`src/alu_consts.svh`:
```
// constants for the rotate/subtract/skip datapath
`ifndef ALU_CONSTS_SVH
`define ALU_CONSTS_SVH
`define ACC_RESET 8'h00
`define MEM_ALL_ONES 8'hff
`define FLAGS_RESET 6'h00
`define SKIP_CYCLES 2'h2
`define FLG_TWOS_RANGE 0
`define FLG_Z 1
`define FLG_AUX_CARRY 2
`define FLG_C 3
`define FLG_SIGNED_CARRY 4
`define FLG_CHAINED_ZERO 5
`endif

```
`src/alu_pkg.sv`:
```
// types shared by the rotate/subtract/skip datapath
package alu_pkg;
  typedef enum logic [4:0] {
    OP_NONE = 5'h00,
    OP_ROT_LEFT_TO_ACC = 5'h01,
    OP_ROT_LEFT_CARRY_MEM = 5'h02,
    OP_ROT_LEFT_CARRY_TO_ACC = 5'h03,
    OP_ROT_RIGHT_MEM = 5'h04,
    OP_ROT_RIGHT_TO_ACC = 5'h05,
    OP_ROT_RIGHT_CY_MEM = 5'h06,
    OP_ROT_RIGHT_CY_TO_ACC = 5'h07,
    OP_SUB_BORROW_ACC = 5'h08,
    OP_SUB_BORROW_ACC_IMM = 5'h09,
    OP_SUB_BORROW_MEM = 5'h0a,
    OP_MINUS_ACC = 5'h0b,
    OP_MINUS_ACC_IMM = 5'h0c,
    OP_MINUS_MEM = 5'h0d,
    OP_DEC_SKIP_MEM = 5'h0e,
    OP_DEC_SKIP_ACC = 5'h0f,
    OP_INC_SKIP_MEM = 5'h10,
    OP_INC_SKIP_ACC = 5'h11,
    OP_SKIP_NZ_BYTE = 5'h12,
    OP_SKIP_NZ_BIT = 5'h13,
    OP_SET_BYTE = 5'h14,
    OP_SET_BIT = 5'h15,
    OP_SWAP_MEM = 5'h16
  } alu_op_e;

  typedef struct packed {
    alu_op_e op;
    logic [7:0] mem;
    logic [7:0] literal;
    logic [2:0] bit_sel;
  } alu_req_s;

  // bit order follows the flag positions in the constants header
  typedef struct packed {
    logic chained_zero_flag;
    logic signed_carry;
    logic carry;
    logic auxiliary_carry;
    logic zero;
    logic twos_complement_range_flag;
  } alu_flags_s;

  typedef enum logic [0:0] {
    SEQ_RUN = 1'b0,
    SEQ_DUMMY = 1'b1
  } seq_state_e;
endpackage

```
`src/alu_subtractor.sv`:
```
// 8-bit subtractor with borrow-in and arithmetic status outputs
`timescale 1ns/100ps
module alu_subtractor (
  input wire logic [7:0] i_a, // minuend
  input wire logic [7:0] i_b, // subtrahend
  input wire logic i_carry_in, // carry in, borrow is its inverse
  output logic [7:0] o_diff, // a - b - ~carry, modulo 256
  output logic o_carry, // 1 when no borrow out
  output logic o_aux, // 1 when no borrow out of the low nibble
  output logic o_ovf // signed overflow
);
  logic [8:0] full;
  logic [4:0] low;

  always_comb begin
    // a + ~b + c is the two's complement form of a - b - ~c
    full = {1'b0, i_a} + {1'b0, ~i_b} + {8'h00, i_carry_in};
    low = {1'b0, i_a[3:0]} + {1'b0, ~i_b[3:0]} + {4'h0, i_carry_in};
    o_diff = full[7:0];
    o_carry = full[8];
    o_aux = low[4];
    o_ovf = (i_a[7] != i_b[7]) && (full[7] != i_a[7]);
  end
endmodule

```
`src/alu_datapath.sv`:
```
// rotate, subtract, set, swap and skip datapath for an 8-bit core
// Function
// RULE_01 - rotate left to acc: bit 7 to bit 0, memory and flags unchanged
// RULE_02 - rotate left through carry into memory, old bit 7 into carry
// RULE_03 - rotate left through carry into acc, carry from bit 7
// RULE_04 - rotate right into memory, bit 0 to bit 7, no flags
// RULE_05 - rotate right into acc, memory and all flags unchanged
// RULE_06 - rotate right through carry into memory, old bit 0 into carry
// RULE_07 - rotate right through carry into acc, carry from bit 0
// RULE_08 - acc minus memory minus inverted carry into acc, six flags updated
// RULE_09 - acc minus literal minus inverted carry into acc, six flags updated
// RULE_10 - acc minus memory minus inverted carry into memory, flags updated
// RULE_11 - subtract clears carry on negative result, sets it otherwise
// RULE_12 - acc minus memory, no borrow in, into acc, flags updated
// RULE_13 - acc minus memory, no borrow in, into memory, flags updated
// RULE_14 - acc minus literal, no borrow in, into acc, flags updated
// RULE_15 - decrement memory, write back, skip next when zero, no flags
// RULE_16 - memory minus one into acc, skip when zero, memory unchanged
// RULE_17 - increment memory, write back, skip next when zero, no flags
// RULE_18 - memory plus one into acc, skip when zero, memory unchanged
// RULE_19 - skip next when byte or selected bit is non-zero, no flags
// RULE_20 - every skip takes two instruction cycles via a dummy slot
// RULE_21 - set writes ff to byte or one to selected bit, no flags
// RULE_22 - swap nibbles of memory byte in place, flags unchanged
// RULE_23 - a skipped instruction is discarded and has no effect
// RULE_24 - zero flag tracks result byte; all values wrap modulo 256
`timescale 1ns/100ps
`include "alu_consts.svh"
module alu_datapath (
  input wire logic i_sys_clk, // 10 mhz core clock
  input wire logic i_rstn, // async reset, active low
  input wire logic i_req_valid, // one instruction issued this cycle
  input wire alu_pkg::alu_req_s i_req, // opcode and operands
  output logic [7:0] o_acc, // accumulator
  output alu_pkg::alu_flags_s o_flags, // status flags
  output logic o_mem_we, // memory write strobe, one cycle
  output logic [7:0] o_mem_wdata, // memory write data
  output logic o_skip, // skip taken, one cycle pulse
  output logic o_busy, // dummy cycle in progress, issue discarded
  output logic o_done // instruction retired, one cycle pulse
);
  import alu_pkg::*;

  logic rst_sync1_reg;
  logic rst_sync2_reg;
  logic rstn;

  always_ff @(posedge i_sys_clk or negedge i_rstn) begin
    if (!i_rstn) begin
      rst_sync1_reg <= 1'b0;
      rst_sync2_reg <= 1'b0;
    end else begin
      rst_sync1_reg <= 1'b1;
      rst_sync2_reg <= rst_sync1_reg;
    end
  end
  assign rstn = rst_sync2_reg;

  function automatic logic [7:0] bit_mask(input logic [2:0] sel);
    bit_mask = 8'h01 << sel;
  endfunction

  logic [7:0] sub_b;
  logic sub_cin;
  logic [7:0] sub_diff;
  logic sub_cy;
  logic sub_aux;
  logic sub_range;

  alu_subtractor alu_subtractor_i (
    .i_a(o_acc),
    .i_b(sub_b),
    .i_carry_in(sub_cin),
    .o_diff(sub_diff),
    .o_carry(sub_cy),
    .o_aux(sub_aux),
    .o_ovf(sub_range)
  );

  logic [7:0] acc_reg, acc_next;
  alu_flags_s flags_reg, flags_next;
  logic mem_we_reg, mem_we_next;
  logic [7:0] mem_wdata_reg, mem_wdata_next;
  logic skip_reg, skip_next;
  logic done_reg, done_next;
  seq_state_e state_reg, state_next;
  logic issue;
  logic [7:0] dec_val;
  logic [7:0] inc_val;
  logic is_imm;
  logic use_borrow;

  // an issue during the dummy slot is the discarded instruction
  assign issue = i_req_valid && (state_reg == SEQ_RUN); // see RULE_23
  assign dec_val = i_req.mem - 8'h01; // see RULE_24
  assign inc_val = i_req.mem + 8'h01; // see RULE_24
  assign is_imm = (i_req.op == OP_SUB_BORROW_ACC_IMM) || (i_req.op == OP_MINUS_ACC_IMM);
  assign use_borrow = (i_req.op == OP_SUB_BORROW_ACC) || (i_req.op == OP_SUB_BORROW_ACC_IMM) ||
    (i_req.op == OP_SUB_BORROW_MEM);
  assign sub_b = is_imm ? i_req.literal : i_req.mem; // see RULE_09
  // plain subtract behaves as borrow-with-carry-set
  assign sub_cin = use_borrow ? flags_reg.carry : 1'b1; // see RULE_12

  always_comb begin
    acc_next = acc_reg;
    flags_next = flags_reg;
    mem_we_next = 1'b0;
    mem_wdata_next = mem_wdata_reg;
    skip_next = 1'b0;
    done_next = 1'b0;
    state_next = state_reg;
    unique case (state_reg)
      SEQ_RUN: begin
        if (issue) begin
          done_next = 1'b1;
          unique case (i_req.op)
            OP_ROT_LEFT_TO_ACC: acc_next = {i_req.mem[6:0], i_req.mem[7]}; // see RULE_01
            OP_ROT_LEFT_CARRY_MEM: begin
              mem_we_next = 1'b1;
              mem_wdata_next = {i_req.mem[6:0], flags_reg.carry}; // see RULE_02
              flags_next.carry = i_req.mem[7];
            end
            OP_ROT_LEFT_CARRY_TO_ACC: begin
              acc_next = {i_req.mem[6:0], flags_reg.carry}; // see RULE_03
              flags_next.carry = i_req.mem[7];
            end
            OP_ROT_RIGHT_MEM: begin
              mem_we_next = 1'b1;
              mem_wdata_next = {i_req.mem[0], i_req.mem[7:1]}; // see RULE_04
            end
            OP_ROT_RIGHT_TO_ACC: acc_next = {i_req.mem[0], i_req.mem[7:1]}; // see RULE_05
            OP_ROT_RIGHT_CY_MEM: begin
              mem_we_next = 1'b1;
              mem_wdata_next = {flags_reg.carry, i_req.mem[7:1]}; // see RULE_06
              flags_next.carry = i_req.mem[0];
            end
            OP_ROT_RIGHT_CY_TO_ACC: begin
              acc_next = {flags_reg.carry, i_req.mem[7:1]}; // see RULE_07
              flags_next.carry = i_req.mem[0];
            end
            OP_SUB_BORROW_ACC, OP_SUB_BORROW_ACC_IMM, OP_MINUS_ACC, OP_MINUS_ACC_IMM,
            OP_SUB_BORROW_MEM, OP_MINUS_MEM: begin
              if ((i_req.op == OP_SUB_BORROW_MEM) || (i_req.op == OP_MINUS_MEM)) begin
                mem_we_next = 1'b1; // see RULE_10 see RULE_13
                mem_wdata_next = sub_diff;
              end else begin
                acc_next = sub_diff; // see RULE_08 see RULE_09 see RULE_12 see RULE_14
              end
              flags_next.twos_complement_range_flag = sub_range;
              flags_next.zero = (sub_diff == 8'h00); // see RULE_24
              flags_next.auxiliary_carry = sub_aux;
              flags_next.carry = sub_cy; // see RULE_11
              // sign of the true 9-bit result
              flags_next.signed_carry = sub_range ^ sub_diff[7];
              // on borrow ops chained zero also needs the zero flag left by the previous op
              flags_next.chained_zero_flag = use_borrow ?
                ((sub_diff == 8'h00) && flags_reg.zero) : (sub_diff == 8'h00);
            end
            OP_DEC_SKIP_MEM: begin
              mem_we_next = 1'b1;
              mem_wdata_next = dec_val; // see RULE_15
              skip_next = (dec_val == 8'h00);
            end
            OP_DEC_SKIP_ACC: begin
              acc_next = dec_val; // see RULE_16
              skip_next = (dec_val == 8'h00);
            end
            OP_INC_SKIP_MEM: begin
              mem_we_next = 1'b1;
              mem_wdata_next = inc_val; // see RULE_17
              skip_next = (inc_val == 8'h00);
            end
            OP_INC_SKIP_ACC: begin
              acc_next = inc_val; // see RULE_18
              skip_next = (inc_val == 8'h00);
            end
            OP_SKIP_NZ_BYTE: skip_next = (i_req.mem != 8'h00); // see RULE_19
            OP_SKIP_NZ_BIT: skip_next = |(i_req.mem & bit_mask(i_req.bit_sel)); // see RULE_19
            OP_SET_BYTE: begin
              mem_we_next = 1'b1;
              mem_wdata_next = `MEM_ALL_ONES; // see RULE_21
            end
            OP_SET_BIT: begin
              mem_we_next = 1'b1;
              mem_wdata_next = i_req.mem | bit_mask(i_req.bit_sel); // see RULE_21
            end
            OP_SWAP_MEM: begin
              mem_we_next = 1'b1;
              mem_wdata_next = {i_req.mem[3:0], i_req.mem[7:4]}; // see RULE_22
            end
            default: done_next = 1'b0;
          endcase
          // a taken skip holds a second cycle for the dummy slot
          if (skip_next) begin
            state_next = SEQ_DUMMY; // see RULE_20
          end
        end
      end
      SEQ_DUMMY: begin
        state_next = SEQ_RUN; // see RULE_20 see RULE_23
      end
    endcase
  end

  always_ff @(posedge i_sys_clk or negedge rstn) begin
    if (!rstn) begin
      acc_reg <= `ACC_RESET;
      flags_reg <= `FLAGS_RESET;
      mem_we_reg <= 1'b0;
      mem_wdata_reg <= 8'h00;
      skip_reg <= 1'b0;
      done_reg <= 1'b0;
      state_reg <= SEQ_RUN;
    end else begin
      acc_reg <= acc_next;
      flags_reg <= flags_next;
      mem_we_reg <= mem_we_next;
      mem_wdata_reg <= mem_wdata_next;
      skip_reg <= skip_next;
      done_reg <= done_next;
      state_reg <= state_next;
    end
  end

  assign o_acc = acc_reg;
  assign o_flags = flags_reg;
  assign o_mem_we = mem_we_reg;
  assign o_mem_wdata = mem_wdata_reg;
  assign o_skip = skip_reg;
  assign o_busy = (state_reg == SEQ_DUMMY);
  assign o_done = done_reg;

  a_rot_left_acc: assert property (@(posedge i_sys_clk) disable iff (!rstn) // see RULE_01
    issue && i_req.op == OP_ROT_LEFT_TO_ACC |=> o_acc == {$past(i_req.mem[6:0]),
      $past(i_req.mem[7])}
      && o_flags == $past(o_flags) && !o_mem_we) else $error("rotate left to acc wrong");
  a_rot_left_carry: assert property (@(posedge i_sys_clk) disable iff (!rstn) // see RULE_02
    issue && i_req.op == OP_ROT_LEFT_CARRY_MEM |=> o_mem_we && o_flags.carry == $past(i_req.mem[7])
      && o_mem_wdata[0] == $past(o_flags.carry)) else $error("rotate left through carry wrong");
  a_rot_right_carry: assert property (@(posedge i_sys_clk) disable iff (!rstn) // see RULE_07
    issue && i_req.op == OP_ROT_RIGHT_CY_TO_ACC |=> o_flags.carry == $past(i_req.mem[0])
      && o_acc[7] == $past(o_flags.carry)) else $error("rotate right through carry wrong");
  a_sub_carry: assert property (@(posedge i_sys_clk) disable iff (!rstn) // see RULE_11
    issue && i_req.op == OP_MINUS_ACC |=> o_flags.carry == ($past(o_acc) >= $past(i_req.mem)))
    else $error("subtract carry wrong");
  a_sub_zero: assert property (@(posedge i_sys_clk) disable iff (!rstn) // see RULE_24
    issue && i_req.op == OP_MINUS_ACC |=> o_flags.zero == (o_acc == 8'h00))
    else $error("subtract zero flag wrong");
  a_skip_two_cyc: assert property (@(posedge i_sys_clk) disable iff (!rstn) // see RULE_20
    o_skip |-> o_busy ##1 !o_busy) else $error("skip not two cycles");
  a_dummy_discard: assert property (@(posedge i_sys_clk) disable iff (!rstn) // see RULE_23
    o_busy |=> !o_mem_we && !o_done && $stable(o_acc) && $stable(o_flags))
    else $error("skipped instruction took effect");
  a_dec_skip: assert property (@(posedge i_sys_clk) disable iff (!rstn) // see RULE_15
    issue && i_req.op == OP_DEC_SKIP_MEM |=> o_skip == (o_mem_wdata == 8'h00) && o_mem_we
      && $stable(o_flags)) else $error("decrement skip wrong");
  a_swap_mem: assert property (@(posedge i_sys_clk) disable iff (!rstn) // see RULE_22
    issue && i_req.op == OP_SWAP_MEM |=> o_mem_wdata == {$past(i_req.mem[3:0]),
      $past(i_req.mem[7:4])} && $stable(o_flags)) else $error("swap wrong");
  a_left_carry_acc: assert property (@(posedge i_sys_clk) disable iff (!rstn) // see RULE_03
    issue && i_req.op == OP_ROT_LEFT_CARRY_TO_ACC |=> !o_mem_we
      && o_acc == {$past(i_req.mem[6:0]), $past(o_flags.carry)}
      && o_flags.carry == $past(i_req.mem[7])) else $error("rotate left carry to acc wrong");
  a_right_mem: assert property (@(posedge i_sys_clk) disable iff (!rstn) // see RULE_04
    issue && i_req.op == OP_ROT_RIGHT_MEM |=> o_mem_we && $stable(o_flags)
      && o_mem_wdata == {$past(i_req.mem[0]), $past(i_req.mem[7:1])})
    else $error("rotate right to memory wrong");
  a_right_acc: assert property (@(posedge i_sys_clk) disable iff (!rstn) // see RULE_05
    issue && i_req.op == OP_ROT_RIGHT_TO_ACC |=> !o_mem_we && $stable(o_flags)
      && o_acc == {$past(i_req.mem[0]), $past(i_req.mem[7:1])})
    else $error("rotate right to acc wrong");
  a_right_carry_mem: assert property (@(posedge i_sys_clk) disable iff (!rstn) // see RULE_06
    issue && i_req.op == OP_ROT_RIGHT_CY_MEM |=> o_mem_we && o_flags.carry == $past(i_req.mem[0])
      && o_mem_wdata == {$past(o_flags.carry), $past(i_req.mem[7:1])})
    else $error("rotate right through carry to memory wrong");
  a_borrow_acc: assert property (@(posedge i_sys_clk) disable iff (!rstn) // see RULE_08
    issue && i_req.op == OP_SUB_BORROW_ACC |=> !o_mem_we
      && o_acc == $past(o_acc) - $past(i_req.mem) - {7'h00, ~$past(o_flags.carry)})
    else $error("subtract with borrow to acc wrong");
  a_borrow_imm: assert property (@(posedge i_sys_clk) disable iff (!rstn) // see RULE_09
    issue && i_req.op == OP_SUB_BORROW_ACC_IMM |=> !o_mem_we
      && o_acc == $past(o_acc) - $past(i_req.literal) - {7'h00, ~$past(o_flags.carry)})
    else $error("subtract literal with borrow wrong");
  a_borrow_mem: assert property (@(posedge i_sys_clk) disable iff (!rstn) // see RULE_10
    issue && i_req.op == OP_SUB_BORROW_MEM |=> o_mem_we && $stable(o_acc)
      && o_mem_wdata == $past(o_acc) - $past(i_req.mem) - {7'h00, ~$past(o_flags.carry)})
    else $error("subtract with borrow to memory wrong");
  a_minus_mem: assert property (@(posedge i_sys_clk) disable iff (!rstn) // see RULE_13
    issue && i_req.op == OP_MINUS_MEM |=> o_mem_we && $stable(o_acc)
      && o_mem_wdata == $past(o_acc) - $past(i_req.mem)) else $error("subtract to memory wrong");
  a_minus_imm: assert property (@(posedge i_sys_clk) disable iff (!rstn) // see RULE_14
    issue && i_req.op == OP_MINUS_ACC_IMM |=> o_acc == $past(o_acc) - $past(i_req.literal)
      && o_flags.carry == ($past(o_acc) >= $past(i_req.literal)))
    else $error("subtract literal wrong");
  a_dec_acc: assert property (@(posedge i_sys_clk) disable iff (!rstn) // see RULE_16
    issue && i_req.op == OP_DEC_SKIP_ACC |=> !o_mem_we && $stable(o_flags)
      && o_acc == $past(i_req.mem) - 8'h01 && o_skip == (o_acc == 8'h00))
    else $error("decrement skip to acc wrong");
  a_inc_mem: assert property (@(posedge i_sys_clk) disable iff (!rstn) // see RULE_17
    issue && i_req.op == OP_INC_SKIP_MEM |=> o_mem_we && $stable(o_flags)
      && o_mem_wdata == $past(i_req.mem) + 8'h01 && o_skip == (o_mem_wdata == 8'h00))
    else $error("increment skip wrong");
  a_inc_acc: assert property (@(posedge i_sys_clk) disable iff (!rstn) // see RULE_18
    issue && i_req.op == OP_INC_SKIP_ACC |=> !o_mem_we && $stable(o_flags)
      && o_acc == $past(i_req.mem) + 8'h01 && o_skip == (o_acc == 8'h00))
    else $error("increment skip to acc wrong");
  a_nonzero_byte: assert property (@(posedge i_sys_clk) disable iff (!rstn) // see RULE_19
    issue && i_req.op == OP_SKIP_NZ_BYTE |=> !o_mem_we && $stable(o_flags)
      && o_skip == ($past(i_req.mem) != 8'h00)) else $error("skip on non-zero byte wrong");
  a_nonzero_bit: assert property (@(posedge i_sys_clk) disable iff (!rstn) // see RULE_19
    issue && i_req.op == OP_SKIP_NZ_BIT |=> !o_mem_we && $stable(o_flags)
      && o_skip == $past(i_req.mem[i_req.bit_sel])) else $error("skip on non-zero bit wrong");
  a_set_byte: assert property (@(posedge i_sys_clk) disable iff (!rstn) // see RULE_21
    issue && i_req.op == OP_SET_BYTE |=> o_mem_we && o_mem_wdata == `MEM_ALL_ONES
      && $stable(o_flags)) else $error("set byte wrong");
  a_set_bit: assert property (@(posedge i_sys_clk) disable iff (!rstn) // see RULE_21
    issue && i_req.op == OP_SET_BIT |=> o_mem_we && $stable(o_flags)
      && o_mem_wdata == ($past(i_req.mem) | (8'h01 << $past(i_req.bit_sel))))
    else $error("set bit wrong");
endmodule

```
`config.mk`:
```
export PLATFORM = sky130hd
export DESIGN_NAME = alu_datapath
export DESIGN_NICKNAME = d
export VERILOG_FILES = /design/src/alu_pkg.sv /design/src/alu_subtractor.sv /design/src/alu_datapath.sv
export VERILOG_INCLUDE_DIRS = /design/src
export SDC_FILE = /design/constraint.sdc
export NUM_CORES = 1
export LEC_CHECK = 0
export CELL_PAD_IN_SITES_DETAIL_PLACEMENT = 1
export CELL_PAD_IN_SITES_GLOBAL_PLACEMENT = 2
export CORE_MARGIN = 3
export CORE_UTILIZATION = 33
export DETAILED_ROUTE_END_ITERATION = 8
export DONT_BUFFER_PORTS = 1
export PLACE_DENSITY = 0.74
export SLEW_MARGIN = 20
export SYNTH_ARGS = -nofsm -noshare
export SYNTH_HDL_FRONTEND = slang
export SYNTH_SLANG_ARGS = --single-unit
```
`constraint.sdc`:
```
create_clock -name i_sys_clk -period 0.8 [get_ports i_sys_clk]
set_input_delay 0.04 -clock i_sys_clk [delete_from_list [all_inputs] [get_ports i_sys_clk]]
set_output_delay 0.04 -clock i_sys_clk [all_outputs]
set_load 0.02 [all_outputs]
```
==> results_dict.tcl <==
set metrics [dict create \
    status "complete, but fails checks" \
    failed_checks "hold timing, setup timing" \
    setup_slack_ns -1.990 \
    synth_cell_types 65 \
    drc 0 \
    skew_ns 0.009123 \
    start_util_pct 34.46 \
    io_pins 53 \
    multiInputGateArea_sq_mm 0.002590 \
    die_area_sq_mm 0.01048 \
    synth_cells 410 \
    rrSetupSlack_ns -1.99 \
    drive_gt1_share_pct 42.80 \
    grt_pass1_vias 4272 \
    drv_cap 0 \
    clk_pin_slew_ns 0.11 \
    fmax_mhz 358.4 \
    reg2reg_depth 11 \
    cts-buffers-inserted 3 \
    rows 34 \
    cp_cell_sequence "or2_4 > fa_2 > a211oi_2 > o21a_1 > o21bai_1 > a21oi_2 > fa_2 > o22ai_2 > a221oi_2 > o211ai_1 > o22a_1" \
    drt_iter0_drc 290 \
    pre_cts_slack_ns -2.148 \
    drt-pass1-iter-count 5 \
    ant_nets 0 \
    crit_required_ns 1.04 \
    synth_xor_xnor_area_share_pct 4.002 \
    fin_crit_ns 2.790 \
    ys_seq_area_share_pct 22.05 \
    hp-class "input pin to register" \
    fp.dieW_um 102.4 \
    ir_drop_mv 1.284 \
    cts_tree "yes" \
    insertion_delay_ns 0.29 \
    synth-simple-area-share_pct 26.05 \
    netlist_area_sq_mm 0.003064 \
    htree_levels 1 \
    ys_top_cells_by_area "dfrtp_1, nand2_1, nor2_1" \
    grt_first_pass_wirelength_mm 23.72 \
    wl_per_cell_um 24.36 \
    grt-ovfl-total 0 \
    synth_edf_count 0 \
    critPathMaxStageDelay_ns 0.50 \
    postCtsHoldBufs 7 \
    worst_path_most_repeated_cell "fa_2" \
    regArea_sq_um 683.2 \
    crit_path_end_kind "register" \
    fin_setup_tns_ns -41.74 \
    placed_area_sq_mm 0.004095 \
    whs_ns -0.08230 \
    nets 577 \
    rsz0062_at_grt "yes" \
    ys_seq_elements 27 \
    dp_hpwl_mm 10.46 \
    start_kind "register" \
    postSynthAreaPerCell_sq_um 7.474 \
    power_density_mw_per_mm2 1741 \
    slowest_stage "fa_2" \
    cts.path.max_buffers 2 \
    finalHoldViolCount 1 \
    yosysMostFrequentCell "nand2_1" \
    drt_wl_total_mm 15.66 \
    synth_flop_cell "dfrtp_1" \
    yosys.area_share.adder_pct 6.452 \
    grt_max_degree 34 \
    setup_viol 49 \
    via_per_inst 6.348 \
    fp.dieH_um 102.4 \
    syn_to_final_growth_pct 58.96 \
    synth_compound_area_share_pct 31.24 \
    nFillCells 1059 \
    grtUsageTotal_pct 29.30 \
    gp_congestion 0.9585 \
    slew_headroom_pct 46.62 \
    synthMuxAreaShare_pct 3.716 \
    synth_warnings 0 \
    synth_top_family_by_area "compound AO/OA/AOI/OAI gates" \
    cts.sinks 27 \
    final_cell_area_sq_mm 0.004871 \
    p_leak_nw 2.109 \
    antenna_cells 0 \
    cts_root_buf "clkbuf_8" \
    slew_viol_final 0 \
    critPathKind "register to register" \
    holdPathStages 2 \
    grt_antenna_before_repair 0 \
    yosysTopAreaCell "dfrtp_1" \
    fp.coreArea_sq_mm 0.008891 \
    worst_slew_pin_slew_ns 0.8008 \
    cp_max_fo 4 \
    synthesis.nets 451 \
    finalCritPeriodShare_pct 348.8 \
    synth_top_area_share_pct 22.05 \
    synth_common_cells "nand2_1, nor2_1, dfrtp_1" \
    port_buffers 0 \
    routed-via-count 4082 \
    critPathArrivalTime_ns 3.03 \
    synthArstFlopShare_pct 100.0 \
]
kinds of logic (layout without fill, tap and decap cells):
group                      after synthesis  after routing
adders and majority gates               14             14
DFF                                     27             27
muxes                                   11             11
buffers and inverters                   45            170
other                                    1              1
and+or+nand+nor                        158            158
AOI/OAI and AO/OA                      140            140
xor gates and xnor gates                14             14
repair_timing:
action                     4_1_cts  5_1_grt
hold endpoints to repair         9        1
setup endpoints to repair       51       51
gates resized for setup         81       25
pin swaps                       17       12
buffers inserted                18        8
cloned                           1        0
per-stage QoR:
stage | util (%) | hold slack [ns] | total power [mW] | instances
2_1_floorplan | - | -0.2556 | 4.234 | 410
3_3_place_gp | 46.06 | -0.2555 | 5.747 | 607
3_5_place_dp | 46.06 | -0.2555 | 5.888 | 607
4_1_cts | 52.88 | -0.09846 | 7.803 | 635
5_1_grt | 54.78 | -0.09943 | 8.896 | 643
6_report | 54.78 | -0.08230 | 8.481 | 643
critical path: cells and delay by family (launching register included):
| family | cells | cell delay, ns |
|---|---|---|
| AOI/OAI and AO/OA | 8 | 1.16 |
| and+or+nand+nor | 1 | 0.25 |
| adders and majority gates | 2 | 0.88 |
| DFF | 1 | 0.45 |
layout by cell type, fill, tap and decap left out, drive strengths merged, types with 10 or more instances in the layout:
master,netlist,layout
buf,18,144
nand2,46,46
nor2,40,40
o21ai,32,32
dfrtp,27,27
a21oi,25,25
nor3,17,17
inv,14,14
ha,11,11
nand3,10,10
final cells by class:
cell class,count,share of cell area (%)
well taps,108,2.774
clock buffers,3,0.8477
multi-input cells,338,53.17
repair buffers,152,27.95
clock inverters,1,0.1541
inverters,14,1.079
flip-flops and latches,27,14.03
metal layers:
metal / part of all wire (%) / GRT usage [%] / wire length (um)
met5: 0 / 0 / 0
met4: 3.8 / 11.20 / 590
met3: 6.1 / 4.437 / 948
met2: 50 / 47.98 / 7784
met1: 40 / 38.87 / 6341
power by group:
group	leakage, nW	internal, mW	switching, mW
Clock	0.0217	0.356	0.522
Sequential	0.323	1.68	0.295
Combinational	1.76	2.88	2.76
final timing paths:
path                                from              to
max in group asynchronous         i_rstn   rst_sync2_reg
hold reg to reg            rst_sync2_reg        o_mem_we
min in group asynchronous  rst_sync2_reg        o_mem_we
setup reg to reg              o_flags[3]  o_mem_wdata[7]
hold / removal               i_req_valid          o_done
setup / recovery              o_flags[3]  o_mem_wdata[7]
No activity file was read; power rests on OpenSTA's default activity.
